$ cat src/inc/pci_defs.svh
// offsets, field positions, register numbers and counts of the interrupt unit
`ifndef PCI_DEFS_SVH
`define PCI_DEFS_SVH

// word bit n (bit 0 = most significant) sits at vector index 15-n
`define PCI_PREP_MASK_BIT   0
`define PCI_PREP_LVL_MSB    4
`define PCI_PREP_LVL_LSB    1
`define PCI_LSR_CC_MSB      15
`define PCI_LSR_CC_LSB      13
`define PCI_LSR_SUPER_BIT   7
`define PCI_LSR_INPROC_BIT  6
`define PCI_LSR_TRACE_BIT   5
`define PCI_LSR_SUMMARY_BIT 4

`define PCI_DDB_BASE        16'h0030
`define PCI_DDB_LAST        16'h022F
`define PCI_VEC_MCHK        16'h0008
`define PCI_VEC_PCHK        16'h000C
`define PCI_VEC_SVC         16'h0010
`define PCI_VEC_PWR         16'h0014
`define PCI_VEC_TRACE       16'h0018
`define PCI_VEC_CONS        16'h001C
`define PCI_VEC_SOFT        16'h0020
`define PCI_SIA_OFS         16'h0002

`define PCI_ID_REG          3'h7
`define PCI_DDB_REG         3'h1
`define PCI_LSB_LAST        4'hA
`define PCI_LSB_GPR_FIRST   4'h3
`define PCI_EXC_COUNT       14
`define PCI_LEVELS          4

`endif

$ cat src/inc/pci_pkg.sv
// types shared by the interrupt unit modules
package pci_pkg;

  typedef enum logic [2:0] {
    S_IDLE    = 3'b000,
    S_IO_ID   = 3'b001,
    S_IO_DDB  = 3'b010,
    S_IO_SIA  = 3'b011,
    S_CL_PTR  = 3'b100,
    S_CL_SAVE = 3'b101,
    S_CL_SIA  = 3'b110
  } pci_fsm_type;

  typedef enum logic [2:0] {
    CL_MCHK  = 3'b000,
    CL_PCHK  = 3'b001,
    CL_PWR   = 3'b010,
    CL_SVC   = 3'b011,
    CL_SOFT  = 3'b100,
    CL_TRACE = 3'b101,
    CL_CONS  = 3'b110
  } pci_class_type;

  typedef struct packed {
    logic        valid;
    logic [15:0] id_word;
    logic [2:0]  cond_code;
  } pci_id_type;

  typedef struct packed {
    logic        req;
    logic        we;
    logic [15:0] addr;
    logic [15:0] wdata;
  } pci_mem_type;

  typedef struct packed {
    logic        we;
    logic [1:0]  level;
    logic [2:0]  idx;
    logic [15:0] data;
  } pci_rf_wr_type;

  typedef struct packed {
    logic        we;
    logic [1:0]  level;
    logic [15:0] data;
  } pci_lvl_wr_type;

  typedef struct packed {
    pci_fsm_type    fsm;
    logic [3:0]     act;
    logic           waiting;
    logic [1:0]     lvl;
    pci_class_type  cls;
    logic           forced;
    logic [15:0]    ptr;
    logic [3:0]     cnt;
    logic [15:0]    sv_iar;
    logic [7:0]     dev;
    logic           ack;
    pci_rf_wr_type  rf;
    pci_lvl_wr_type level_status_reg;
    pci_lvl_wr_type instr_address_reg;
    logic [15:0]    prep;
    logic           prep_stb;
    logic           prep_lost;
  } pci_state_type;

endpackage

$ cat src/pci_level_arbiter.sv
// picks the highest acceptable i/o request level
`timescale 1ns/1ps
module pci_level_arbiter #(
  parameter int LEVELS = 4
) (
  input  wire logic [LEVELS-1:0] io_req,
  input  wire logic [LEVELS-1:0] io_dev_mask,
  input  wire logic [LEVELS-1:0] level_mask,
  input  wire logic              summary_on,
  input  wire logic              stopped,
  input  wire logic              waiting,
  input  wire logic [1:0]        cur_level,
  output logic                   grant,
  output logic [1:0]             grant_level
);
  import pci_pkg::*;

  logic [LEVELS-1:0] elig;

  genvar g;
  generate
    for (g = 0; g < LEVELS; g++) begin : g_lvl
      // a request on the active level or below waits for a level exit
      assign elig[g] = io_req[g] & io_dev_mask[g] & level_mask[g] & summary_on & ~stopped
                       & (waiting | (2'(g) < cur_level));
    end
  endgenerate

  always_comb begin
    grant       = 1'b0;
    grant_level = 2'h0;
    for (int i = LEVELS - 1; i >= 0; i--) begin
      if (elig[i]) begin
        grant       = 1'b1;
        grant_level = 2'(i);
      end
    end
  end

endmodule

$ cat src/pci_class_prio.sv
// orders pending exception conditions and maps the winner to its routine
`timescale 1ns/1ps
module pci_class_prio #(
  parameter int N = 14
) (
  input  wire logic [N-1:0]       exc_cond,
  input  wire logic               summary_on,
  input  wire logic               console_hold,
  output logic                    cls_valid,
  output pci_pkg::pci_class_type  cls
);
  import pci_pkg::*;

  logic [N-1:0] elig;
  logic [3:0]   prio;

  genvar g;
  generate
    for (g = 0; g < N; g++) begin : g_exc
      if (g == 7) begin : g_pwr
        assign elig[g] = exc_cond[g] & summary_on & ~console_hold;
      end else if (g == 13) begin : g_cons
        assign elig[g] = exc_cond[g] & summary_on;
      end else if (g == 0 || g == 1 || g == 2 || g == 3 || g == 5 || g == 6) begin : g_chk
        assign elig[g] = exc_cond[g] & ~console_hold;
      end else if (g == 4 || g == 10) begin : g_na
        assign elig[g] = 1'b0;
      end else begin : g_any
        assign elig[g] = exc_cond[g];
      end
    end
  endgenerate

  always_comb begin
    cls_valid = |elig;
    prio      = 4'h0;
    for (int i = N - 1; i >= 0; i--) begin
      if (elig[i]) begin
        prio = 4'(i);
      end
    end
    case (prio)
      4'h0, 4'h6:               cls = CL_MCHK;
      4'h1, 4'h2, 4'h3, 4'h5:   cls = CL_PCHK;
      4'h7:                     cls = CL_PWR;
      4'h8:                     cls = CL_SVC;
      4'h9, 4'hB:               cls = CL_SOFT;
      4'hC:                     cls = CL_TRACE;
      default:                  cls = CL_CONS;
    endcase
  end

endmodule

$ cat src/pci_intr_unit.sv
// priority level and class interrupt acceptance and dispatch unit
// Functional notes
// - prepare word: bits 0-10 zero, level code in 11-14, device mask in 15.
// - only levels 0-3 exist; level code with bit 11 or 12 set is lost.
// - accept i/o when all masks on, highest above current, not stopped.
// - condition code goes to status bits 0-2 of the new level.
// - switch to new level; id word written to its register 7.
// - accepting a priority interrupt sets supervisor bit 8.
// - device block pointer to register 1, then entry address to instruction reg.
// - device pointer word sits at 0x0030 plus twice the device address.
// - class interrupt keeps the active level, or level zero when waiting.
// - class interrupt in wait forces level zero; saved bit 9 reads zero.
// - summary mask blocks only power/thermal and console class interrupts.
// - check-restart or stop-on-error blocks machine, power and program checks.
// - simultaneous exceptions serviced lowest priority number first.
// - floating point and stack go to soft trap; trace 12, console 13.
// - class entry sets supervisor, clears trace and summary mask bits.
// - class entry saves state at its block pointer, then loads entry address.
// - saved block: address, zero, status, registers 0-7 (R7 at +0x14).
// - saved address is next or causing instruction by class type.
// - machine check with sequence indicator on saves the executing address.
// - current level request waits for level exit; no level left means wait.
`timescale 1ns/1ps
`include "pci_defs.svh"
module pci_intr_unit #(
  parameter int LEVELS = `PCI_LEVELS,
  parameter int NEXC   = `PCI_EXC_COUNT
) (
  input  wire logic                    clock,
  input  wire logic                    reset,
  input  wire logic                    instr_boundary,
  input  wire logic                    abort_error,
  input  wire logic                    level_exit_op,
  input  wire logic                    stopped,
  input  wire logic [LEVELS-1:0]       level_mask,
  input  wire logic [LEVELS-1:0]       io_req,
  input  wire logic [LEVELS-1:0]       io_dev_mask,
  input  wire pci_pkg::pci_id_type     id_in,
  input  wire logic [NEXC-1:0]         exc_cond,
  input  wire logic                    seq_ind,
  input  wire logic                    check_restart,
  input  wire logic                    stop_on_error,
  input  wire logic [15:0]             next_iar,
  input  wire logic [15:0]             cause_iar,
  input  wire logic [15:0]             exec_iar,
  input  wire logic [15:0]             lsr_rdata,
  input  wire logic [15:0]             gpr_rdata,
  input  wire logic                    mem_rdy,
  input  wire logic [15:0]             mem_rdata,
  input  wire logic                    prep_valid,
  input  wire logic [3:0]              prep_level,
  input  wire logic                    prep_dev_mask,
  output logic                         busy,
  output logic [1:0]                   active_level,
  output logic                         wait_state,
  output logic                         intr_ack,
  output logic [1:0]                   ack_level,
  output logic [1:0]                   rd_level,
  output logic [2:0]                   gpr_rd_idx,
  output pci_pkg::pci_mem_type         mem,
  output pci_pkg::pci_rf_wr_type       rf_wr,
  output pci_pkg::pci_lvl_wr_type      lsr_wr,
  output pci_pkg::pci_lvl_wr_type      iar_wr,
  output logic [15:0]                  prepare_word,
  output logic                         prepare_strobe,
  output logic                         prepare_lost
);
  import pci_pkg::*;

  pci_state_type q;
  pci_state_type d;
  logic          grant;
  logic [1:0]    grant_level;
  logic          cls_valid;
  pci_class_type cls;
  logic [1:0]    cur;
  logic          summary_on;
  logic [15:0]   vec;
  logic [3:0]    act_left;
  logic [3:0]    gidx;

  // active level is the most urgent level still in service
  always_comb begin
    cur = 2'h0;
    for (int i = LEVELS - 1; i >= 0; i--) begin
      if (q.act[i]) begin
        cur = 2'(i);
      end
    end
  end

  assign summary_on = lsr_rdata[`PCI_LSR_SUMMARY_BIT];

  pci_level_arbiter #(
    .LEVELS      (LEVELS)
  ) u_arb (
    .io_req      (io_req),
    .io_dev_mask (io_dev_mask),
    .level_mask  (level_mask),
    .summary_on  (summary_on),
    .stopped     (stopped),
    .waiting     (q.waiting),
    .cur_level   (cur),
    .grant       (grant),
    .grant_level (grant_level)
  );

  pci_class_prio #(
    .N            (NEXC)
  ) u_cls (
    .exc_cond     (exc_cond),
    .summary_on   (summary_on),
    .console_hold (check_restart | stop_on_error),
    .cls_valid    (cls_valid),
    .cls          (cls)
  );

  always_comb begin
    case (q.cls)
      CL_MCHK:  vec = `PCI_VEC_MCHK;
      CL_PCHK:  vec = `PCI_VEC_PCHK;
      CL_PWR:   vec = `PCI_VEC_PWR;
      CL_SVC:   vec = `PCI_VEC_SVC;
      CL_SOFT:  vec = `PCI_VEC_SOFT;
      CL_TRACE: vec = `PCI_VEC_TRACE;
      default:  vec = `PCI_VEC_CONS;
    endcase
  end

  // status and register reads follow the level being serviced
  assign rd_level   = (q.fsm == S_IDLE) ? (q.waiting ? 2'h0 : cur) : q.lvl;
  assign gidx       = q.cnt - `PCI_LSB_GPR_FIRST;
  assign gpr_rd_idx = gidx[2:0];

  // memory port is decoded straight from the state so a ready ends the word at once
  always_comb begin
    mem = '0;
    case (q.fsm)
      S_IO_DDB: begin
        mem.req  = 1'b1;
        mem.addr = `PCI_DDB_BASE + {7'h00, q.dev, 1'b0};
      end
      S_IO_SIA: begin
        mem.req  = 1'b1;
        mem.addr = q.ptr;
      end
      S_CL_PTR: begin
        mem.req  = 1'b1;
        mem.addr = vec;
      end
      S_CL_SAVE: begin
        mem.req  = 1'b1;
        mem.we   = 1'b1;
        mem.addr = q.ptr + {11'h000, q.cnt, 1'b0};
        if (q.cnt == 4'h0) begin
          mem.wdata = q.sv_iar;
        end else if (q.cnt == 4'h1) begin
          mem.wdata = 16'h0000;
        end else if (q.cnt == 4'h2) begin
          mem.wdata = lsr_rdata;
          if (q.forced) begin
            mem.wdata[`PCI_LSR_INPROC_BIT] = 1'b0;
          end
        end else begin
          mem.wdata = gpr_rdata;
        end
      end
      S_CL_SIA: begin
        mem.req  = 1'b1;
        mem.addr = vec + `PCI_SIA_OFS;
      end
      default: begin
        mem = '0;
      end
    endcase
  end

  always_comb begin
    d            = q;
    d.rf.we      = 1'b0;
    d.level_status_reg.we     = 1'b0;
    d.instr_address_reg.we     = 1'b0;
    d.prep_stb   = 1'b0;
    act_left     = q.act & ~(4'h1 << cur);
    if (prep_valid) begin
      d.prep      = {11'h000, prep_level, prep_dev_mask};
      d.prep_stb  = 1'b1;
      // upper level bits set: the device would ask on a level that is never served
      d.prep_lost = |prep_level[3:2];
    end
    case (q.fsm)
      S_IDLE: begin
        if (level_exit_op && !q.waiting) begin
          d.act = act_left;
          if (act_left == 4'h0) begin
            d.waiting = 1'b1;
          end
        end else if ((instr_boundary || abort_error || q.waiting) && cls_valid) begin
          d.cls    = cls;
          d.lvl    = q.waiting ? 2'h0 : cur;
          d.forced = q.waiting;
          if (q.waiting) begin
            d.act     = q.act | 4'h1;
            d.waiting = 1'b0;
          end
          case (cls)
            CL_SVC, CL_TRACE, CL_CONS, CL_PWR: d.sv_iar = next_iar;
            CL_MCHK: d.sv_iar = seq_ind ? exec_iar : cause_iar;
            default: d.sv_iar = cause_iar;
          endcase
          d.fsm = S_CL_PTR;
        end else if ((instr_boundary || q.waiting) && grant) begin
          d.lvl = grant_level;
          d.ack = 1'b1;
          d.fsm = S_IO_ID;
        end
      end
      S_IO_ID: begin
        if (id_in.valid) begin
          d.ack     = 1'b0;
          d.act     = q.act | (4'h1 << q.lvl);
          d.waiting = 1'b0;
          d.dev     = id_in.id_word[7:0];
          d.rf.we   = 1'b1;
          d.rf.level = q.lvl;
          d.rf.idx  = `PCI_ID_REG;
          d.rf.data = id_in.id_word;
          d.level_status_reg.we  = 1'b1;
          d.level_status_reg.level = q.lvl;
          d.level_status_reg.data = lsr_rdata;
          d.level_status_reg.data[`PCI_LSR_CC_MSB:`PCI_LSR_CC_LSB] = id_in.cond_code;
          d.level_status_reg.data[`PCI_LSR_SUPER_BIT] = 1'b1;
          d.level_status_reg.data[`PCI_LSR_TRACE_BIT] = 1'b0;
          d.fsm     = S_IO_DDB;
        end
      end
      S_IO_DDB: begin
        if (mem_rdy) begin
          d.ptr      = mem_rdata;
          d.rf.we    = 1'b1;
          d.rf.level = q.lvl;
          d.rf.idx   = `PCI_DDB_REG;
          d.rf.data  = mem_rdata;
          d.fsm      = S_IO_SIA;
        end
      end
      S_IO_SIA: begin
        if (mem_rdy) begin
          d.instr_address_reg.we    = 1'b1;
          d.instr_address_reg.level = q.lvl;
          d.instr_address_reg.data  = mem_rdata;
          d.fsm       = S_IDLE;
        end
      end
      S_CL_PTR: begin
        if (mem_rdy) begin
          d.ptr = mem_rdata;
          d.cnt = 4'h0;
          d.fsm = S_CL_SAVE;
        end
      end
      S_CL_SAVE: begin
        if (mem_rdy) begin
          d.cnt = q.cnt + 4'h1;
          if (q.cnt == `PCI_LSB_LAST) begin
            // status changes only once the saved copy holds the old value
            d.level_status_reg.we    = 1'b1;
            d.level_status_reg.level = q.lvl;
            d.level_status_reg.data  = lsr_rdata;
            d.level_status_reg.data[`PCI_LSR_SUPER_BIT]   = 1'b1;
            d.level_status_reg.data[`PCI_LSR_TRACE_BIT]   = 1'b0;
            d.level_status_reg.data[`PCI_LSR_SUMMARY_BIT] = 1'b0;
            d.fsm = S_CL_SIA;
          end
        end
      end
      S_CL_SIA: begin
        if (mem_rdy) begin
          d.instr_address_reg.we    = 1'b1;
          d.instr_address_reg.level = q.lvl;
          d.instr_address_reg.data  = mem_rdata;
          d.fsm       = S_IDLE;
        end
      end
      default: begin
        d.fsm = S_IDLE;
      end
    endcase
  end

  always_ff @(posedge clock) begin
    if (reset) begin
      q         <= '0;
      q.fsm     <= S_IDLE;
      q.cls     <= CL_MCHK;
      q.waiting <= 1'b1;
    end else begin
      q <= d;
    end
  end

  assign busy           = (q.fsm != S_IDLE);
  assign active_level   = cur;
  assign wait_state     = q.waiting;
  assign intr_ack       = q.ack;
  assign ack_level      = q.lvl;
  assign rf_wr          = q.rf;
  assign lsr_wr         = q.level_status_reg;
  assign iar_wr         = q.instr_address_reg;
  assign prepare_word   = q.prep;
  assign prepare_strobe = q.prep_stb;
  assign prepare_lost   = q.prep_lost;

endmodule

$ cat config.mk
export PLATFORM = sky130hd
export DESIGN_NAME = pci_intr_unit
export DESIGN_NICKNAME = d
export VERILOG_FILES = /design/src/inc/pci_pkg.sv /design/src/pci_level_arbiter.sv /design/src/pci_class_prio.sv /design/src/pci_intr_unit.sv
export VERILOG_INCLUDE_DIRS = /design/src /design/src/inc
export SDC_FILE = /design/constraint.sdc
export NUM_CORES = 1
export LEC_CHECK = 0
export ABC_AREA = 1
export BUFFER_PORTS_ARGS = -buffer_cell sky130_fd_sc_hd__buf_2
export CAP_MARGIN = 5
export CORE_ASPECT_RATIO = 0.8
export CORE_UTILIZATION = 54
export CTS_CLUSTER_SIZE = 28
export DETAILED_ROUTE_END_ITERATION = 12
export GPL_TIMING_DRIVEN = 1
export MAX_ROUTING_LAYER = met4
export PLACE_DENSITY = 0.87
export SYNTH_ARGS = -nofsm -noshare
export SYNTH_HDL_FRONTEND = slang
export SYNTH_SLANG_ARGS = --single-unit
$ cat constraint.sdc
create_clock -name clock -period 5.39 [get_ports clock]
set_input_delay 0.539 -clock clock [delete_from_list [all_inputs] [get_ports clock]]
set_output_delay 0.539 -clock clock [all_outputs]
set_load 0.01 [all_outputs]
==> results of run 1 <==
area by class of cell:
type                       count  area, sq um
fill                        1186         4250
antenna                        1         2.50
clock inverter                10          163
inverter                     106          398
sequential                   124         2480
tap                          175          219
timing repair buffer         269         1350
multi-input combinational    777         3810
clock buffer                  21          470
cell usage after synthesis, types with 13 or more instances:
library cell | instances | area (sq um)
nor2_2 | 15 | 93.8
o21ai_0 | 119 | 596
dfxtp_1 | 124 | 2480
nor2_1 | 139 | 522
inv_2 | 13 | 48.8
inv_1 | 90 | 338
o21a_1 | 13 | 97.6
nand3_1 | 22 | 110
clkbuf_1 | 29 | 109
buf_4 | 81 | 608
a21oi_1 | 113 | 566
nand2_1 | 235 | 882
registers in the layout (all words and copies together) (netlist names):
signal,cells
lsr_wr,18
prepare_strobe,1
iar_wr,19
intr_ack,1
ack_level,2
wait_state,1
prepare_lost,1
prepare_word,5
rf_wr,21
q,55
critical path: cells and delay by family (launching register included):
family          cells  cell delay [ps]
buf+inv             4              800
compound gates      3              490
simple gates        1              850
fa+ha+maj           1              160
flops               1              370
report_power, final:
part           switching (uW)  leakage [uW]  total, uW  internal, uW
sequential                178       0.00101       1300          1120
clock                     412      0.000306       1220           809
combinational             843       0.00299       1270           430
total                    1430       0.00430       3790          2360
stage by stage:
stage | std cells | util [%] | total power, uW | hold slack, ps
after floorplan | 1127 | - | 2230 | 437
after global routing | 1482 | 67.7 | 4020 | 368
after detailed placement | 1451 | 62.8 | 2550 | 452
after global placement | 1451 | 62.8 | 2520 | 447
after CTS | 1482 | 67.7 | 3780 | 351
final | 1483 | 67.7 | 3790 | 360
metal layers:
metal  up-vias  GRT usage (%)
li1       3916              -
met1      3582           44.5
met2       370           48.0
met3        33           6.29
met4         0           9.82
met5         -              -
kinds of logic (layout without fill, tap and decap cells):
group | Yosys count | in the layout
compound gates | 296 | 296
simple gates | 453 | 453
xor+xnor | 4 | 4
other cells | 1 | 13
buf+inv | 226 | 406
fa+ha+maj | 12 | 12
flops | 124 | 124
worst paths after layout:
path / endpoint / slack [ps] / cells after the start
min: prepare_word[1] / 360 / 3
min reg2reg: lsr_wr[3] / 460 / 2
max reg2reg: iar_wr[6] / 2050 / 7
max: mem[14] / 1770 / 9
==> impl_metrics.csv, run 1 <==
group,metric,value,unit
synthesis,synth_edf_count,0,
synthesis,synth-main-ff-cell,"dfxtp_1",
route,dr_wl_met3,2020,um
critical_path,required,4850,ps
critical_path,crit_start,"q[103]",
floorplanning,ioPinCount,282,
clocking,numCtsBuffers,17,
floorplanning,core_area,13100,sq um
critical_path,end_kind,"output pin",
synthesis,synth_mux_area_share,0,%
synthesis,synthAdderAreaFrac,2.12,%
route,vias,7901,
timing,fin_skew,8.85,ps
route,dr.max_layer_used,"met4",
synthesis,synth-compound-area-share,22.0,%
global_routing,grt_max_degree,66,
route,dr.pass1.iters,8,
route,avgViaCountPerCell,5.33,
synthesis,syn_area,7430,sq um
route,wirelength,22200,um
timing,worst_slew_pin_slew,1120,ps
placed_design,place_area,8260,sq um
route,m1WireLength,10200,um
clocking,postCtsSetupBuffers,0,
finish,fin_nets,1465,
clocking,cts_sinks,124,
clocking,clk-insertion-delay-late,400,ps
run_status,outcome,"completed",
synthesis,ys_seq_elements,124,
clocking,h-tree-depth,4,
floorplanning,start_util,56.5,%
route,wl_per_cell,15.0,um
synthesis,postSynthCellCount,1116,
synthesis,synth-simple-area-share,26.1,%
finish,synthToLayoutAreaGrowth,19.8,%
synthesis,synth-seq-area-share,33.4,%
finish,layout_commonest_cell,"buf_2",
floorplanning,die_w,133,um
clocking,cts_hold_buf,0,
route,wl_met2,9620,um
timing,hold_viol_final,0,
synthesis,yosysWarnings,0,
synthesis,synthDistinctLibCells,49,
finish,drive_gt1_share,27.2,%
clocking,cts-root-buf,"clkbuf_16",
synthesis,async_flop_share,0,%
route,ant_nets,0,
critical_path,crit_type,"reg -> out",
placed_design,place_ws,2110,ps
synthesis,synth_top_family_by_area,"simple AND/OR/NAND/NOR gates",
power_and_ir_drop,ir_drop,0.254,mV
critical_path,cpMostUsedCell,"inv_1",
synthesis,synth_xor_area_share,0.472,%
synthesis,avgSynthCellArea,6.66,sq um
finish,postLayoutCellArea,8900,sq um
placed_design,place.detailed.hpwl,16500,um
critical_path,crit_chain,"inv_1 -> ha_1 -> inv_1 -> nor2_1 -> inv_1 -> o21ai_0 -> o21bai_1 -> a21oi_1 -> buf_2",
route,first_iter_violations,700,
timing,period_minus_slack,3620,ps
floorplanning,die_h,107,um
global_routing,grt_overflow,0,
finish,final_cell_mix,"buf_2 (267), nand2_1 (235), nor2_1 (139)",
power_and_ir_drop,p_leak,0.00430,uW
critical_path,arrival,3080,ps
timing,min_period_over_period,67.2,%
critical_path,critical_path.max_stage_delay,850,ps
clocking,cts_resized,0,
floorplanning,rows,37,
min_path,min_from,"prep_level[0]",
clocking,cts_tree,"yes",
global_routing,grt_pass1_wl,35500,um
run,drv_cap,0,
critical_path,slowest_stage,"nor2_1",
global_routing,grt_pass1_vias,7202,
clocking,path_clk_slew,60,ps
placed_design,port_buffers,267,
critical_path,timing.rr.start,"q[134]",
power_and_ir_drop,power_density,426,nW/um^2
clocking,clk_path_buf_depth,2,
timing,slew_headroom,25.1,%
timing,worst_slack,1770,ps
min_path,min_path_type,"in -> reg",
route,drcViolationCount,0,
timing,finalSetupViolations,0,
global_routing,grt_antenna_before_repair,0,
floorplanning,die-area,14200,sq um
critical_path,path_max_fanout,19,
critical_path,cp-start-kind,"flop",
global_routing,grt.total_usage,32.3,%
timing,rsz0062_at_grt,"false",
placed_design,place.gp.congestion,0.957,
timing,slew_violations,0,
timing,fin_setup_tns,0,ps
timing,fmax,276,MHz
Power figures use the tool's default switching activity.
==> run 2, diff against run 1 <==
--- a/config.mk
+++ b/config.mk
@@ -10,12 +10,12 @@
 export BUFFER_PORTS_ARGS = -buffer_cell sky130_fd_sc_hd__buf_2
 export CAP_MARGIN = 5
 export CORE_ASPECT_RATIO = 0.8
-export CORE_UTILIZATION = 54
+export CORE_UTILIZATION = 45
 export CTS_CLUSTER_SIZE = 28
 export DETAILED_ROUTE_END_ITERATION = 12
 export GPL_TIMING_DRIVEN = 1
 export MAX_ROUTING_LAYER = met4
-export PLACE_DENSITY = 0.87
+export PLACE_DENSITY = 0.77
 export SYNTH_ARGS = -nofsm -noshare
 export SYNTH_HDL_FRONTEND = slang
 export SYNTH_SLANG_ARGS = --single-unit
==> constraint.sdc (replaced) <==
create_clock -name clock -period 3.2 [get_ports clock]
set_input_delay 0.32 -clock clock [delete_from_list [all_inputs] [get_ports clock]]
set_output_delay 0.32 -clock clock [all_outputs]
set_load 0.01 [all_outputs]
==> run 2 against run 1 <==
Final cell count increased by 3.6%. Highest routed layer unchanged. Combinational power up 73%. Critical path type unchanged. Critical path depth rose by 1. Utilization down 11 points. Largest cell class unchanged.
==> impl_metrics.csv, run 2 (synthesis results as in run 1) <==
group,metric,value,unit
route,ant_nets,0,
placed_design,place.detailed.hpwl,17200,um
finish,layout_commonest_cell,"buf_2",
finish,antenna_cells,0,
placed_design,port_buffers,267,
route,first_iter_violations,668,
clocking,clk_path_buf_depth,2,
timing,fin_setup_tns,0,ps
global_routing,grt_max_degree,56,
power_and_ir_drop,power_density,697,nW/um^2
critical_path,required,2880,ps
clocking,cts_hold_buf,0,
critical_path,crit_chain,"ha_1 -> nand3_1 -> nand2_1 -> nand2_1 -> a21oi_1 -> nand2_1 -> nor3_2 -> a21oi_1 -> o32ai_1 -> buf_2",
floorplanning,start_util,46.6,%
timing,fin_skew,8.39,ps
route,avgViaCountPerCell,5.14,
timing,fmax,339,MHz
critical_path,critical_path.max_stage_delay,380,ps
finish,fin_nets,1478,
timing,period_minus_slack,2950,ps
clocking,h-tree-depth,4,
floorplanning,die-area,17000,sq um
finish,largest_reg_flops,55,
clocking,cts_sinks,124,
timing,min_period_over_period,92.3,%
power_and_ir_drop,p_sw,2440,uW
global_routing,grt_overflow,0,
finish,utilization,56.6,%
floorplanning,core_area,16000,sq um
route,wl_per_cell,14.8,um
floorplanning,die_h,117,um
power_and_ir_drop,p_leak,0.00436,uW
power_and_ir_drop,pwr-share-seq,34.6,%
critical_path,path_max_fanout,6,
critical_path,cpMostUsedCell,"nand2_1",
power_and_ir_drop,intPower,3860,uW
timing,rsz0062_at_grt,"false",
global_routing,busiest_layer,"met1",
finish,drive_gt1_share,27.9,%
run_status,outcome,"completed",
power_and_ir_drop,pwr-share-comb,35.0,%
floorplanning,rows,41,
global_routing,grt.total_usage,26.9,%
timing,slew_headroom,48.1,%
route,wirelength,22700,um
global_routing,grt_pass1_vias,6796,
clocking,cts_tree,"yes",
floorplanning,die_w,146,um
finish,fillers,1586,
floorplanning,ioPinCount,282,
power_and_ir_drop,switching_share,38.7,%
clocking,cts-root-buf,"clkbuf_16",
timing,finalSetupViolations,0,
timing,worst_slew_pin_slew,773,ps
global_routing,grt_antenna_before_repair,0,
placed_design,place_ws,545,ps
global_routing,grt_pass1_wl,34800,um
critical_path,crit_type,"reg -> out",
critical_path,arrival,2630,ps
global_routing,met1_usage,38.3,%
power_and_ir_drop,ir_drop,0.429,mV
route,drcViolationCount,0,
critical_path,cp-start-kind,"flop",
global_routing,grt_use_met2,38.0,%
critical_path,slowest_stage,"ha_1",
global_routing,use_met3,5.00,%
route,vias,7890,
clocking,path_clk_slew,60,ps
power_and_ir_drop,p_clk_share,30.5,%
finish,regMostFlops,"q",
placed_design,place.gp.congestion,0.938,
finish,final_cell_mix,"buf_2 (267), nand2_1 (235), nor2_1 (139)",
clocking,clk-insertion-delay-late,420,ps
timing,worst_slack,246,ps
run,drv_cap,0,
critical_path,end_kind,"output pin",
timing,slew_violations,0,
route,dr.pass1.iters,5,
clocking,numCtsBuffers,17,
min_path,min_path_type,"in -> reg",
timing,hold_viol_final,0,
finish,synthToLayoutAreaGrowth,21.6,%
[run 2: cell count changes in the layout (fill, tap and decap cells not counted), sizes merged]
cell / before / now
buf: 269 / 282
bufinv: 4 / 2
clkbuf: 21 / 23
diode: 1 / 0
clkinv: 7 / 8
[run 2: repair_timing]
action,CTS,global route
resized for setup,0,1
buffers inserted,0,0
setup endpoints to repair,0,1
endpoints found under the hold margin,0,0
[run 2: path summary, 6_finish.rpt]
| path | startpoint | to | slack (ps) | cells past startpoint |
|---|---|---|---|---|
| setup reg to reg | q[135] | q[114] | 650 | 9 |
| hold / removal | prep_level[0] | prepare_word[1] | 130 | 3 |
| hold reg to reg | intr_ack | intr_ack | 440 | 2 |
| setup / recovery | q[105] | mem[30] | 250 | 10 |
[run 2: final cells by class]
type | instances | area, sq um | share of cell area, %
multi-input combinational | 777 | 3820 | 42.3
sequential | 124 | 2480 | 27.5
timing repair buffer | 282 | 1470 | 16.3
clock buffer | 23 | 478 | 5.29
inverter | 106 | 398 | 4.41
tap | 215 | 269 | 2.98
clock inverter | 9 | 111 | 1.23
[run 2: worst max-delay path: cells and delay by family, from the launching register on]
kind / cells / cell delay (ps)
buf+inv: 1 / 180
compound gates: 3 / 610
flops: 1 / 360
fa+ha+maj: 1 / 380
simple gates: 5 / 670
[run 2: routing by layer]
layer  part of all wire, %  vias to the layer above
met4                   1.6                        0
li1                      -                     3958
met3                   8.1                       32
met1                    48                     3555
met5                     0                        -
met2                    42                      345
[run 2: power by group through the flow]
stage                     combinational (uW)  sequential, uW  clock, uW
after floorplan                         1680            2080          0
after global placement                  2140            2190          0
after detailed placement                2170            2190          0
after CTS                               2190            2160       1940
after global routing                    2470            2210       2010
final                                   2200            2180       1920
[run 2: per-stage QoR]
stage	power, uW	cells	hold WS (ps)	instance area [sq um]
after floorplan	3760	1127	437	7470
after global placement	4330	1504	440	8440
after detailed placement	4370	1504	434	8440
after CTS	6290	1536	127	9020
after global routing	6700	1536	150	9030
final	6300	1536	134	9030
==> run 3, diff against run 2 <==
--- a/config.mk
+++ b/config.mk
@@ -9,7 +9,6 @@
 export ABC_AREA = 1
 export BUFFER_PORTS_ARGS = -buffer_cell sky130_fd_sc_hd__buf_2
 export CAP_MARGIN = 5
-export CORE_ASPECT_RATIO = 0.8
 export CORE_UTILIZATION = 45
 export CTS_CLUSTER_SIZE = 28
 export DETAILED_ROUTE_END_ITERATION = 12
==> run 3 against run 2 <==
Count of clock-buffer cells in the layout grew 2. Worst hold slack gained 3.6 ps. Register-to-register slack is essentially flat. Combinational power is essentially flat. Die area is essentially flat. Sequential power shrank 2%. Power shrank 3.9%. Utilization shrank 0.73 points. Critical path type unchanged.
==> impl_metrics.csv, run 3 (synthesis results as in run 1) <==
group,metric,value,unit
timing,min_period_over_period,92.0,%
floorplanning,ioPinCount,282,
critical_path,cpMostUsedCell,"nand2_1",
floorplanning,die_w,130,um
timing,rsz0062_at_grt,"false",
critical_path,critical_path.max_stage_delay,360,ps
critical_path,path_max_fanout,6,
min_path,min_path_type,"in -> reg",
clocking,cts-root-buf,"clkbuf_16",
power_and_ir_drop,pwr-share-seq,35.5,%
clocking,clk-insertion-delay-late,420,ps
global_routing,grt_pass1_vias,7015,
run_status,outcome,"completed",
route,avgViaCountPerCell,5.11,
power_and_ir_drop,p_leak,0.00432,uW
power_and_ir_drop,p_sw,2360,uW
critical_path,crit_chain,"ha_1 -> nand3_1 -> nand2_1 -> nand2_1 -> a21oi_1 -> nand2_1 -> nor3_1 -> a21oi_1 -> o32ai_1 -> buf_2",
placed_design,place_ws,504,ps
global_routing,grt_antenna_before_repair,1,
clocking,cts_resized,0,
finish,fillers,1600,
finish,synthToLayoutAreaGrowth,20.4,%
power_and_ir_drop,intPower,3680,uW
route,wl_per_cell,14.6,um
timing,slew_violations,0,
timing,fin_skew,10.9,ps
placed_design,place.detailed.hpwl,16800,um
timing,period_minus_slack,2940,ps
floorplanning,die-area,17000,sq um
clocking,cts_sinks,124,
critical_path,crit_type,"reg -> out",
power_and_ir_drop,p_clk_share,28.0,%
timing,hold_viol_final,0,
floorplanning,core_area,16000,sq um
timing,finalSetupViolations,0,
clocking,h-tree-depth,4,
finish,regMostFlops,"q",
finish,fin_nets,1478,
clocking,postCtsSetupBuffers,0,
route,vias,7855,
route,wirelength,22500,um
finish,final_cell_mix,"buf_2 (267), nand2_1 (235), nor2_1 (139)",
global_routing,grt.total_usage,27.1,%
route,ant_nets,0,
clocking,cts_hold_buf,0,
timing,fin_setup_tns,0,ps
power_and_ir_drop,pwr-share-comb,36.5,%
finish,multiInputGateArea,3810,sq um
clocking,clk_path_buf_depth,2,
finish,drive_gt1_share,27.7,%
critical_path,required,2880,ps
power_and_ir_drop,switching_share,39.1,%
clocking,cts_tree,"yes",
power_and_ir_drop,power_density,677,nW/um^2
run,drv_cap,0,
finish,largest_reg_flops,55,
finish,layout_commonest_cell,"buf_2",
timing,worst_slack,257,ps
timing,slew_headroom,54.9,%
placed_design,place.gp.congestion,0.915,
finish,regArea,2480,sq um
floorplanning,start_util,46.4,%
placed_design,port_buffers,267,
power_and_ir_drop,ir_drop,0.405,mV
critical_path,cp-start-kind,"flop",
global_routing,grt_pass1_wl,34600,um
critical_path,end_kind,"output pin",
floorplanning,rows,46,
critical_path,slowest_stage,"dfxtp_1",
clocking,numCtsBuffers,17,
timing,fmax,340,MHz
critical_path,arrival,2620,ps
route,drcViolationCount,0,
global_routing,grt_overflow,0,
global_routing,grt_max_degree,56,
route,first_iter_violations,441,
floorplanning,die_h,130,um
route,dr.pass1.iters,5,
timing,worst_slew_pin_slew,676,ps
clocking,path_clk_slew,50,ps
[run 3: path summary, 6_finish.rpt]
kind              slack, ps         endpoint           from  cells after the start
setup / recovery        260          mem[30]         q[105]                     10
hold / removal          140  prepare_word[1]  prep_level[0]                      3
setup reg to reg        660       lsr_wr[14]         q[136]                      9
hold reg to reg         460       lsr_wr[10]     lsr_wr[10]                      2
[run 3: area by class of cell]
type | count | area share [%]
Antenna cell | 1 | 0.0280
Multi-Input combinational cell | 777 | 42.6
Sequential cell | 124 | 27.8
Timing Repair Buffer | 282 | 16.2
Clock inverter | 7 | 0.448
Tap cell | 216 | 3.02
Inverter | 106 | 4.45
Clock buffer | 25 | 5.43
[run 3: routing by layer]
metal | track usage [%] | part of all wire [%] | up-vias
met4 | 9.74 | 2.1 | 0
li1 | - | - | 3941
met1 | 34.8 | 45 | 3543
met5 | - | 0 | -
met3 | 6.03 | 7.4 | 39
met2 | 41.6 | 46 | 332
[run 3: worst max-delay path, delay by kind of cell (launching register included)]
family,cells,cell delay [ps]
buffers and inverters,1,180
AND/OR/NAND/NOR,5,680
flip-flops,1,360
adder cells (fa/ha/maj),1,360
AO/OA/AOI/OAI,3,630
[run 3: through the flow]
step | area, sq um | hold slack (ps) | cells | power (uW) | util [%]
floorplan | 7470 | 437 | 1127 | 3760 | -
global placement | 8410 | 446 | 1505 | 4290 | 52.6
detailed placement | 8410 | 451 | 1505 | 4350 | 52.6
CTS | 8940 | 127 | 1537 | 6060 | 55.9
global route | 8940 | 142 | 1538 | 6470 | 55.9
finish | 8940 | 138 | 1538 | 6050 | 55.9
[run 3: power groups by stage]
stage | clock, uW | combinational [uW] | sequential, uW
after floorplan | 0 | 1680 | 2080
after global placement | 0 | 2150 | 2150
after detailed placement | 0 | 2180 | 2160
after CTS | 1730 | 2190 | 2130
after global routing | 1800 | 2480 | 2180
final | 1690 | 2210 | 2140
